==> config.mk <==
export PLATFORM = sky130hd
export DESIGN_NAME = ras_stack
export DESIGN_NICKNAME = d
export VERILOG_FILES = /design/src/ras_pkg.sv /design/src/ras_stack.sv
export SDC_FILE = /design/constraint.sdc
export NUM_CORES = 1
export LEC_CHECK = 0
export BUFFER_PORTS_ARGS = -buffer_cell sky130_fd_sc_hd__clkbuf_2
export CAP_MARGIN = 40
export CORE_ASPECT_RATIO = 0.7
export CORE_MARGIN = 2
export CORE_UTILIZATION = 38
export CTS_CLUSTER_DIAMETER = 100
export DETAILED_ROUTE_END_ITERATION = 12
export GPL_TIMING_DRIVEN = 0
export HOLD_SLACK_MARGIN = 0.06
export PLACE_DENSITY_LB_ADDON = 0.25
export SYNTH_ARGS = -nofsm -noshare
export SYNTH_HDL_FRONTEND = slang
export SYNTH_SLANG_ARGS = --single-unit
export TNS_END_PERCENT = 100
==> constraint.sdc <==
create_clock -name clk_i -period 4 [get_ports clk_i]
set_clock_uncertainty 0.05 [all_clocks]
set_input_delay 0.2 -clock clk_i [delete_from_list [all_inputs] [get_ports clk_i]]
set_output_delay 0.2 -clock clk_i [all_outputs]
set_load 0.05 [all_outputs]
==> src/ras_pkg.sv <==
// Shared constants and carrier types of the return address stack unit
package ras_pkg;
  // ==========================================================
  // Geometry
  localparam int PC_W = 21;
  localparam int PTR_W = 5;
  localparam logic [PTR_W-1:0] PTR_TOP = 5'h1F;
  localparam logic [PTR_W-1:0] PTR_NEAR_TOP = 5'h1E;
  localparam logic [PTR_W-1:0] PTR_EMPTY = 5'h00;
  localparam logic [PC_W-1:0] PC_STEP = 21'h000002;
  localparam logic [PC_W-1:0] PC_ZERO = 21'h000000;
  // ==========================================================
  // Register map (byte addresses)
  localparam int ADDR_W = 5;
  localparam logic [ADDR_W-1:0] OFS_STACK_PTR = 5'h00;
  localparam logic [ADDR_W-1:0] OFS_TOP_LOW = 5'h04;
  localparam logic [ADDR_W-1:0] OFS_TOP_HIGH = 5'h08;
  localparam logic [ADDR_W-1:0] OFS_TOP_UPPER = 5'h0C;
  localparam logic [ADDR_W-1:0] OFS_CONTROL = 5'h10;
  // ==========================================================
  // Fields
  localparam int FULL_BIT = 7;
  localparam int UNF_BIT = 6;
  localparam int FAULT_EN_BIT = 0;
  localparam logic FAULT_EN_RESET = 1'b1;
  localparam logic [1:0] RESP_OKAY = 2'h0;
  localparam logic [1:0] RESP_SLVERR = 2'h2;
  // ==========================================================
  // Carriers
  typedef struct packed {
    logic push;
    logic pop;
    logic discard;
    logic vector;
    logic fast;
    logic [PC_W-1:0] pc;
  } ras_core_req_t;
  typedef struct packed {
    logic [7:0] status;
    logic [7:0] working_register;
    logic [7:0] bank_select_register;
  } ras_ctx_t;
endpackage

==> src/ras_stack.sv <==
// Return address stack with flags, top-of-stack window and one-level fast shadow context
// ==========================================================
// Summary of operation
// RULE1: Top-entry registers read/write selected stack entry
// RULE2: Call or interrupt push visible at top immediately
// RULE3: Software masks interrupts while touching top entry
// RULE4: Pointer 0..31, zero after reset, software accessible
// RULE5: Increment before push write, decrement after pop
// RULE6: Thirty-first push sets full flag
// RULE7: Fault reset on: store PC+2, flag, reset
// RULE8: Fault reset off: pointer stays 31, no overwrite
// RULE9: Empty pop returns zero, sets underflow, pointer zero
// RULE10: Underflow without fault reset keeps registers intact
// RULE11: Fault reset option: flag first, then reset
// RULE12: Flags bits 7,6 clear only by software/power-on
// RULE13: Bits 4:0 pointer, bit 5 reads zero
// RULE14: Software push stores current PC at new top
// RULE15: Software pop discards top by decrementing
// RULE16: Hidden shadow context loaded on every interrupt vector
// RULE17: Fast interrupt return restores shadow context
// RULE18: Fast call saves context, fast return restores
// RULE19: Software saves context in low-priority nested handlers
// RULE20: Thirty-one 21-bit entries, 5-bit pointer
// RULE21: Returns pop top entry into program counter
// RULE22: Writing one to flags has no effect
//
// Implementation choices: the AXI4-Lite slave port and the address map.
`timescale 1ns/1ps
module ras_stack
  import ras_pkg::*;
(
  input wire logic clk_i,
  input wire logic rst_n_i,
  input wire logic dev_rst_i,
  input wire ras_core_req_t core_req_i,
  input wire ras_ctx_t ctx_i,
  output logic ret_valid_o,
  output logic [PC_W-1:0] ret_pc_o,
  output logic ctx_restore_o,
  output ras_ctx_t ctx_o,
  output logic fault_reset_o,
  input wire logic [ADDR_W-1:0] s_axi_awaddr_i,
  input wire logic s_axi_awvalid_i,
  output logic s_axi_awready_o,
  input wire logic [31:0] s_axi_wdata_i,
  input wire logic [3:0] s_axi_wstrb_i,
  input wire logic s_axi_wvalid_i,
  output logic s_axi_wready_o,
  output logic [1:0] s_axi_bresp_o,
  output logic s_axi_bvalid_o,
  input wire logic s_axi_bready_i,
  input wire logic [ADDR_W-1:0] s_axi_araddr_i,
  input wire logic s_axi_arvalid_i,
  output logic s_axi_arready_o,
  output logic [31:0] s_axi_rdata_o,
  output logic [1:0] s_axi_rresp_o,
  output logic s_axi_rvalid_o,
  input wire logic s_axi_rready_i
);

  // ==========================================================
  // Storage
  // Entry 0 exists only as a pointer value; it is never written
  logic [PC_W-1:0] entries [1:31]; // [RULE20]
  logic [PTR_W-1:0] sp;
  logic full_flag;
  logic unf_flag;
  logic fault_en;
  ras_ctx_t shadow;
  logic [PC_W-1:0] top_entry;

  assign top_entry = (sp == PTR_EMPTY) ? PC_ZERO : entries[sp]; // [RULE1]

  // ==========================================================
  // Bus write channel capture
  logic aw_held;
  logic w_held;
  logic [ADDR_W-1:0] aw_addr;
  logic [7:0] w_byte;
  logic w_lane0;
  logic wr_fire;

  assign s_axi_awready_o = !aw_held && !s_axi_bvalid_o;
  assign s_axi_wready_o = !w_held && !s_axi_bvalid_o;
  assign wr_fire = aw_held && w_held;

  always_ff @(posedge clk_i) begin
    if (!rst_n_i) begin
      aw_held <= 1'b0;
      aw_addr <= '0;
    end else if (s_axi_awvalid_i && s_axi_awready_o) begin
      aw_held <= 1'b1;
      aw_addr <= s_axi_awaddr_i;
    end else if (wr_fire) begin
      aw_held <= 1'b0;
    end
  end

  always_ff @(posedge clk_i) begin
    if (!rst_n_i) begin
      w_held <= 1'b0;
      w_byte <= 8'h00;
      w_lane0 <= 1'b0;
    end else if (s_axi_wvalid_i && s_axi_wready_o) begin
      w_held <= 1'b1;
      w_byte <= s_axi_wdata_i[7:0];
      w_lane0 <= s_axi_wstrb_i[0];
    end else if (wr_fire) begin
      w_held <= 1'b0;
    end
  end

  logic wr_map;
  always_comb begin
    case (aw_addr)
      OFS_STACK_PTR, OFS_TOP_LOW, OFS_TOP_HIGH, OFS_TOP_UPPER, OFS_CONTROL: wr_map = 1'b1;
      default: wr_map = 1'b0;
    endcase
  end

  always_ff @(posedge clk_i) begin
    if (!rst_n_i) begin
      s_axi_bvalid_o <= 1'b0;
      s_axi_bresp_o <= RESP_OKAY;
    end else if (wr_fire) begin
      s_axi_bvalid_o <= 1'b1;
      s_axi_bresp_o <= wr_map ? RESP_OKAY : RESP_SLVERR;
    end else if (s_axi_bready_i) begin
      s_axi_bvalid_o <= 1'b0;
    end
  end

  logic sw_wr;
  assign sw_wr = wr_fire && w_lane0;

  // ==========================================================
  // Stack sequencing
  logic core_op;
  logic [PTR_W-1:0] next_sp;
  logic set_full;
  logic set_unf;
  logic next_fault;
  logic ent_wr;
  logic [PTR_W-1:0] ent_idx;
  logic [PC_W-1:0] ent_val;

  assign core_op = core_req_i.push || core_req_i.pop || core_req_i.discard;

  always_comb begin
    next_sp = sp;
    set_full = 1'b0;
    set_unf = 1'b0;
    next_fault = 1'b0;
    ent_wr = 1'b0;
    ent_idx = sp;
    ent_val = core_req_i.pc;
    if (core_req_i.push) begin
      if (sp == PTR_NEAR_TOP) begin
        ent_wr = 1'b1;
        ent_idx = PTR_TOP;
        set_full = 1'b1; // [RULE6]
        if (fault_en) begin
          ent_val = core_req_i.pc + PC_STEP; // [RULE7]
          next_fault = 1'b1; // [RULE11]
          next_sp = PTR_EMPTY;
        end else begin
          next_sp = PTR_TOP; // [RULE8]
        end
      end else if (sp == PTR_TOP) begin
        // Overflowing push is dropped so entry 31 survives
        set_full = 1'b1; // [RULE8]
        if (fault_en) begin
          next_fault = 1'b1; // [RULE11]
          next_sp = PTR_EMPTY;
        end
      end else begin
        ent_wr = 1'b1;
        ent_idx = sp + 5'h01; // [RULE5] [RULE14]
        next_sp = sp + 5'h01; // [RULE2]
      end
    end else if (core_req_i.pop || core_req_i.discard) begin
      if (sp == PTR_EMPTY) begin
        set_unf = 1'b1; // [RULE9]
        next_fault = fault_en; // [RULE10] [RULE11]
      end else begin
        next_sp = sp - 5'h01; // [RULE5] [RULE15]
      end
    end else if (sw_wr && aw_addr == OFS_STACK_PTR) begin
      next_sp = w_byte[PTR_W-1:0]; // [RULE4]
    end
    if (dev_rst_i) begin
      next_sp = PTR_EMPTY; // [RULE4]
    end
  end

  always_ff @(posedge clk_i) begin
    if (!rst_n_i) begin
      sp <= PTR_EMPTY; // [RULE4]
    end else begin
      sp <= next_sp;
    end
  end

  // Core access wins; a colliding software byte write is lost
  always_ff @(posedge clk_i) begin
    if (ent_wr) begin
      entries[ent_idx] <= ent_val;
    end else if (!core_op && sw_wr && sp != PTR_EMPTY) begin
      case (aw_addr)
        OFS_TOP_LOW: entries[sp][7:0] <= w_byte; // [RULE1]
        OFS_TOP_HIGH: entries[sp][15:8] <= w_byte;
        OFS_TOP_UPPER: entries[sp][20:16] <= w_byte[4:0];
        default: ;
      endcase
    end
  end

  // Set beats clear; flags survive device resets, only a software zero write or power-on clears
  always_ff @(posedge clk_i) begin
    if (!rst_n_i) begin
      full_flag <= 1'b0;
      unf_flag <= 1'b0;
    end else begin
      if (set_full) begin
        full_flag <= 1'b1;
      end else if (sw_wr && aw_addr == OFS_STACK_PTR && !w_byte[FULL_BIT]) begin
        full_flag <= 1'b0; // [RULE12] [RULE22]
      end
      if (set_unf) begin
        unf_flag <= 1'b1;
      end else if (sw_wr && aw_addr == OFS_STACK_PTR && !w_byte[UNF_BIT]) begin
        unf_flag <= 1'b0; // [RULE12] [RULE22]
      end
    end
  end

  always_ff @(posedge clk_i) begin
    if (!rst_n_i) begin
      fault_en <= FAULT_EN_RESET;
    end else if (sw_wr && aw_addr == OFS_CONTROL) begin
      fault_en <= w_byte[FAULT_EN_BIT];
    end
  end

  // Reset request rises on the same edge as the flag update
  always_ff @(posedge clk_i) begin
    if (!rst_n_i) begin
      fault_reset_o <= 1'b0;
    end else begin
      fault_reset_o <= next_fault; // [RULE11]
    end
  end

  always_ff @(posedge clk_i) begin
    if (!rst_n_i) begin
      ret_valid_o <= 1'b0;
      ret_pc_o <= PC_ZERO;
    end else begin
      ret_valid_o <= core_req_i.pop;
      if (core_req_i.pop) begin
        ret_pc_o <= top_entry; // [RULE21] [RULE9]
      end
    end
  end

  // ==========================================================
  // Fast shadow context, invisible to software
  always_ff @(posedge clk_i) begin
    if (!rst_n_i) begin
      shadow <= '0;
    end else if (core_req_i.push && (core_req_i.vector || core_req_i.fast)) begin
      shadow <= ctx_i; // [RULE16] [RULE18]
    end
  end

  always_ff @(posedge clk_i) begin
    if (!rst_n_i) begin
      ctx_restore_o <= 1'b0;
      ctx_o <= '0;
    end else begin
      ctx_restore_o <= core_req_i.pop && core_req_i.fast;
      if (core_req_i.pop && core_req_i.fast) begin
        ctx_o <= shadow; // [RULE17] [RULE18]
      end
    end
  end

  // ==========================================================
  // Bus read channel
  logic [7:0] rd_byte;
  logic rd_map;
  always_comb begin
    rd_byte = 8'h00;
    rd_map = 1'b1;
    case (s_axi_araddr_i)
      OFS_STACK_PTR: rd_byte = {full_flag, unf_flag, 1'b0, sp}; // [RULE13]
      OFS_TOP_LOW: rd_byte = top_entry[7:0];
      OFS_TOP_HIGH: rd_byte = top_entry[15:8];
      OFS_TOP_UPPER: rd_byte = {3'h0, top_entry[20:16]};
      OFS_CONTROL: rd_byte = {7'h00, fault_en};
      default: rd_map = 1'b0;
    endcase
  end

  assign s_axi_arready_o = !s_axi_rvalid_o;

  always_ff @(posedge clk_i) begin
    if (!rst_n_i) begin
      s_axi_rvalid_o <= 1'b0;
      s_axi_rdata_o <= 32'h00000000;
      s_axi_rresp_o <= RESP_OKAY;
    end else if (s_axi_arvalid_i && s_axi_arready_o) begin
      s_axi_rvalid_o <= 1'b1;
      s_axi_rdata_o <= {24'h000000, rd_byte};
      s_axi_rresp_o <= rd_map ? RESP_OKAY : RESP_SLVERR;
    end else if (s_axi_rready_i) begin
      s_axi_rvalid_o <= 1'b0;
    end
  end

  logic quiet;
  assign quiet = !dev_rst_i;
endmodule // ras_stack

==> flow_summary.json <==
{
  "detail-route-antenna-nets": 0,
  "synth_flop_cell": "edfxtp_1",
  "wl_per_cell_um": 29.9,
  "drc": 0,
  "r2r_setup_slack_ns": 0.02,
  "initial_core_util": 0.382,
  "antenna_found_initial": 1,
  "grt-ovfl-total": 0,
  "syn_avg_cell_area_um2": 15.2,
  "grt_max_degree": 32,
  "tns_ns": 0,
  "fp-row-count": 88,
  "firstDrtPassIters": 5,
  "tightest_slew_ns": 1.04,
  "fp.dieH_um": 244,
  "io_pins": 193,
  "hold_viol": 0,
  "track_usage": 0.251,
  "netlist_area_um2": 31300,
  "period_minus_slack_ns": 3.98,
  "cap_viol_max_count": 0,
  "fmax_mhz": 251,
  "cts_tree": "built",
  "die_area_um2": 84800,
  "grt_pass1_vias": 19900,
  "synth_seq_cells": 764,
  "hold_class": "input port to flop",
  "slew_headroom": 0.303,
  "hpwl_um": 79100,
  "cp_data_required_time_ns": 4.32,
  "finalCritPeriodShare": 0.995,
  "setup_viol": 0,
  "coreArea_um2": 82000,
  "leakagePower_nw": 12.8,
  "syn_inst": 2057,
  "critPathMaxStageDelay_ns": 0.67,
  "ys_warn_count": 0,
  "vias_per_cell": 5.76,
  "nNetsFinal": 2576,
  "cp_max_fo": 19,
  "cp_slowest_cell": "buf_1",
  "vias": 20700,
  "outcome": "complete, no violations",
  "powerDensity_nw_per_um2": 466,
  "timing_worst_setup_path_type": "flop to flop",
  "drive_gt1_frac": 0.253,
  "report.final.slew_viol_count": 0,
  "gp_congestion": 0.990,
  "endpoint_kind": "flop",
  "worst_ep_arrival_time_ns": 4.30,
  "ys_types": 78,
  "grt_pass1_wl_um": 149000,
  "postLayoutCellArea_um2": 38200,
  "placed_area_um2": 34800,
  "nFillCells": 7114,
  "port_buffers": 139,
  "fin_util": 0.465,
  "die_width_um": 347,
  "synth-seq-area-share": 0.696,
  "async_flop_share": 0,
  "insertion_delay_ns": 0.63,
  "start_kind": "flop",
  "finalWirelength_um": 108000,
  "drt-initial-drc-count": 2880,
  "clock_path_buffers": 3,
  "path_buf_inv": 4,
  "antennaDiodeCount": 0,
  "cts.sinks": 764,
  "htree_num_levels": 3,
  "grt_setup_unrepaired": "yes",
  "cts-root-buf": "clkbuf_16",
  "synth_edf_count": 651,
  "cp_cell_sequence": "inv_1 -> ha_1 -> nor4b_2 -> nor4_2 -> o21ai_1 -> buf_2 -> buf_1 -> a21oi_2 -> buf_8",
  "ir_worst_vdd_mv": 0.318,
  "crit_family": "buffers and inverters",
  "area_delta_synth_final_pct": 21.8,
  "path_clk_slew_ns": 0.07,
  "numCtsBuffers": 73
}
placed cells by master (no fill, tap or decap), types with 10 or more instances in the layout:
cell type	instances
a2111oi_0	11
a211o_1	13
a211oi_1	19
a21oi_1	94
a21oi_4	12
a22oi_1	28
and2_1	13
buf_12	15
buf_2	35
buf_4	85
buf_6	35
buf_8	18
clkbuf_1	85
clkbuf_16	80
clkbuf_2	141
clkinv_1	10
conb_1	26
dfxtp_1	111
dlygate4sd3_1	56
edfxtp_1	651
inv_1	21
mux2i_1	166
mux4_2	87
nand2_1	175
nand2b_1	13
nand3_1	22
nand4_1	16
nor2_1	141
nor2_2	19
nor3_1	17
nor3_2	18
nor3_4	12
o21ai_0	16
o22ai_1	20
xnor2_1	13
xor2_1	11
path summary, 6_finish.rpt:
kind / start / endpoint / cells after the start
worst min-delay path: core_req_i[24] / ctx_o[23] / 5
worst max-delay path: sp[0] / entries[21][12] / 9
worst min register to register: shadow[14] / ctx_o[14] / 2
worst max register to register: sp[0] / entries[21][12] / 9
cells in the mapped netlist (4+ instances only):
cell type / instances / area, um2
edfxtp_1: 651 / 19500
nand2_1: 179 / 672
nor2_1: 167 / 627
mux2i_1: 166 / 1660
a21oi_1: 114 / 571
dfxtp_1: 113 / 2260
mux4_2: 87 / 1960
clkbuf_1: 72 / 270
nor3_1: 47 / 235
buf_4: 33 / 248
a22oi_1: 28 / 210
nand3_1: 22 / 110
inv_1: 21 / 78.8
a211oi_1: 20 / 150
buf_2: 20 / 100
o22ai_1: 20 / 125
nand4_1: 16 / 100
o21ai_0: 16 / 80.1
nand2b_1: 15 / 93.8
a211o_1: 13 / 114
and2_1: 13 / 81.3
buf_6: 13 / 146
xnor2_1: 13 / 114
a2111oi_0: 11 / 96.3
xor2_1: 11 / 96.3
o32a_1: 9 / 90.1
or2_2: 9 / 56.3
ha_1: 8 / 100
o211a_1: 8 / 80.1
and3_1: 7 / 43.8
nor2b_1: 7 / 43.8
o21a_1: 7 / 52.6
o22a_1: 7 / 61.3
or3_1: 7 / 43.8
a31oi_1: 6 / 37.5
nand3b_1: 6 / 45.0
o2bb2ai_1: 6 / 52.6
a32oi_1: 5 / 43.8
buf_1: 5 / 18.8
buf_12: 5 / 100
a21o_1: 4 / 30.0
mux4_1: 4 / 105
nor3b_1: 4 / 30.0
nor4_1: 4 / 25.0
o21ai_1: 4 / 20.0
final cells by class:
type                    instances  area, um2  share of cell area
clock buffers                 103       2120              0.0556
plain buffers                 148        922              0.0242
flip-flops and latches        764      21800               0.572
well taps                    1080       1350              0.0354
inverters                      22       82.6             0.00216
clock inverters                26        258             0.00675
multi-input cells            1145       9180               0.240
repair buffers                310       2430              0.0637
metal layers:
metal / global-route usage / vias up / share of wire
met3: 0.0875 / 151 / 0.13
met1: 0.379 / 10700 / 0.44
met2: 0.340 / 1211 / 0.41
met5: 0 / - / 0
li1: - / 8681 / -
met4: 0.0650 / 0 / 0.026
kinds of logic (layout without fill, tap and decap cells):
family                   Yosys count  after routing  share of synthesized area
flip-flops                       764            764                      0.696
AND/OR/NAND/NOR                  525            525                     0.0769
AO/OA/AOI/OAI                    302            302                     0.0646
multiplexers                     260            260                      0.120
buffers and inverters            173            609                     0.0320
XOR/XNOR                          24             24                    0.00671
adder cells (fa/ha/maj)            8              8                    0.00320
other                              1             26                   0.000120
metrics by stage:
| step | setup WS [ns] | total power [mW] | hold WS (ns) | instances |
|---|---|---|---|---|
| floorplan | 0.566 | 9.95 | 0.286 | 2082 |
| global placement | -1.84 | 10.6 | 0.389 | 3301 |
| detailed placement | -1.09 | 10.7 | 0.392 | 3402 |
| CTS | -0.0689 | 17.7 | 0.0985 | 3586 |
| global route | -0.149 | 18.2 | 0.148 | 3598 |
| finish | 0.0219 | 17.8 | 0.145 | 3598 |
sequential cells by signal, indices dropped and copies added, names as in the netlist, named ones only:
signal          count
aw_addr             5
aw_held             1
ctx_o              24
ctx_restore_o       1
entries           651
fault_en            1
fault_reset_o       1
full_flag           1
ret_pc_o           21
ret_valid_o         1
s_axi_bresp_o       1
s_axi_bvalid_o      1
s_axi_rdata_o       8
s_axi_rresp_o       1
s_axi_rvalid_o      1
shadow             24
sp                  5
unf_flag            1
w_byte              8
w_held              1
w_lane0             1
repair_timing:
action / 4_1_cts / 5_1_grt
pin swaps: 1 / 4
hold buffers: 56 / 0
endpoints found under the hold margin: 62 / 0
setup buffers: 0 / 8
setup endpoints to repair: 626 / 695
gates resized for setup: 56 / 32
worst reg2reg max path, delay by kind of cell (launching register included):
| kind | cells | cell delay (ns) |
|---|---|---|
| buffers and inverters | 4 | 1.45 |
| AOI/OAI and AO/OA | 2 | 0.78 |
| adders and majority gates | 1 | 0.19 |
| and+or+nand+nor | 2 | 0.85 |
| DFF | 1 | 0.39 |
power by group:
part,internal (mW),switching (mW),total (mW),leakage [nW]
clock,4.03,3.01,7.04,1.16
combinational,0.621,1.31,1.93,4.83
sequential,8.74,0.0539,8.80,6.78
total,13.4,4.37,17.8,12.8
Note: power is estimated with default switching activity, not from simulation.
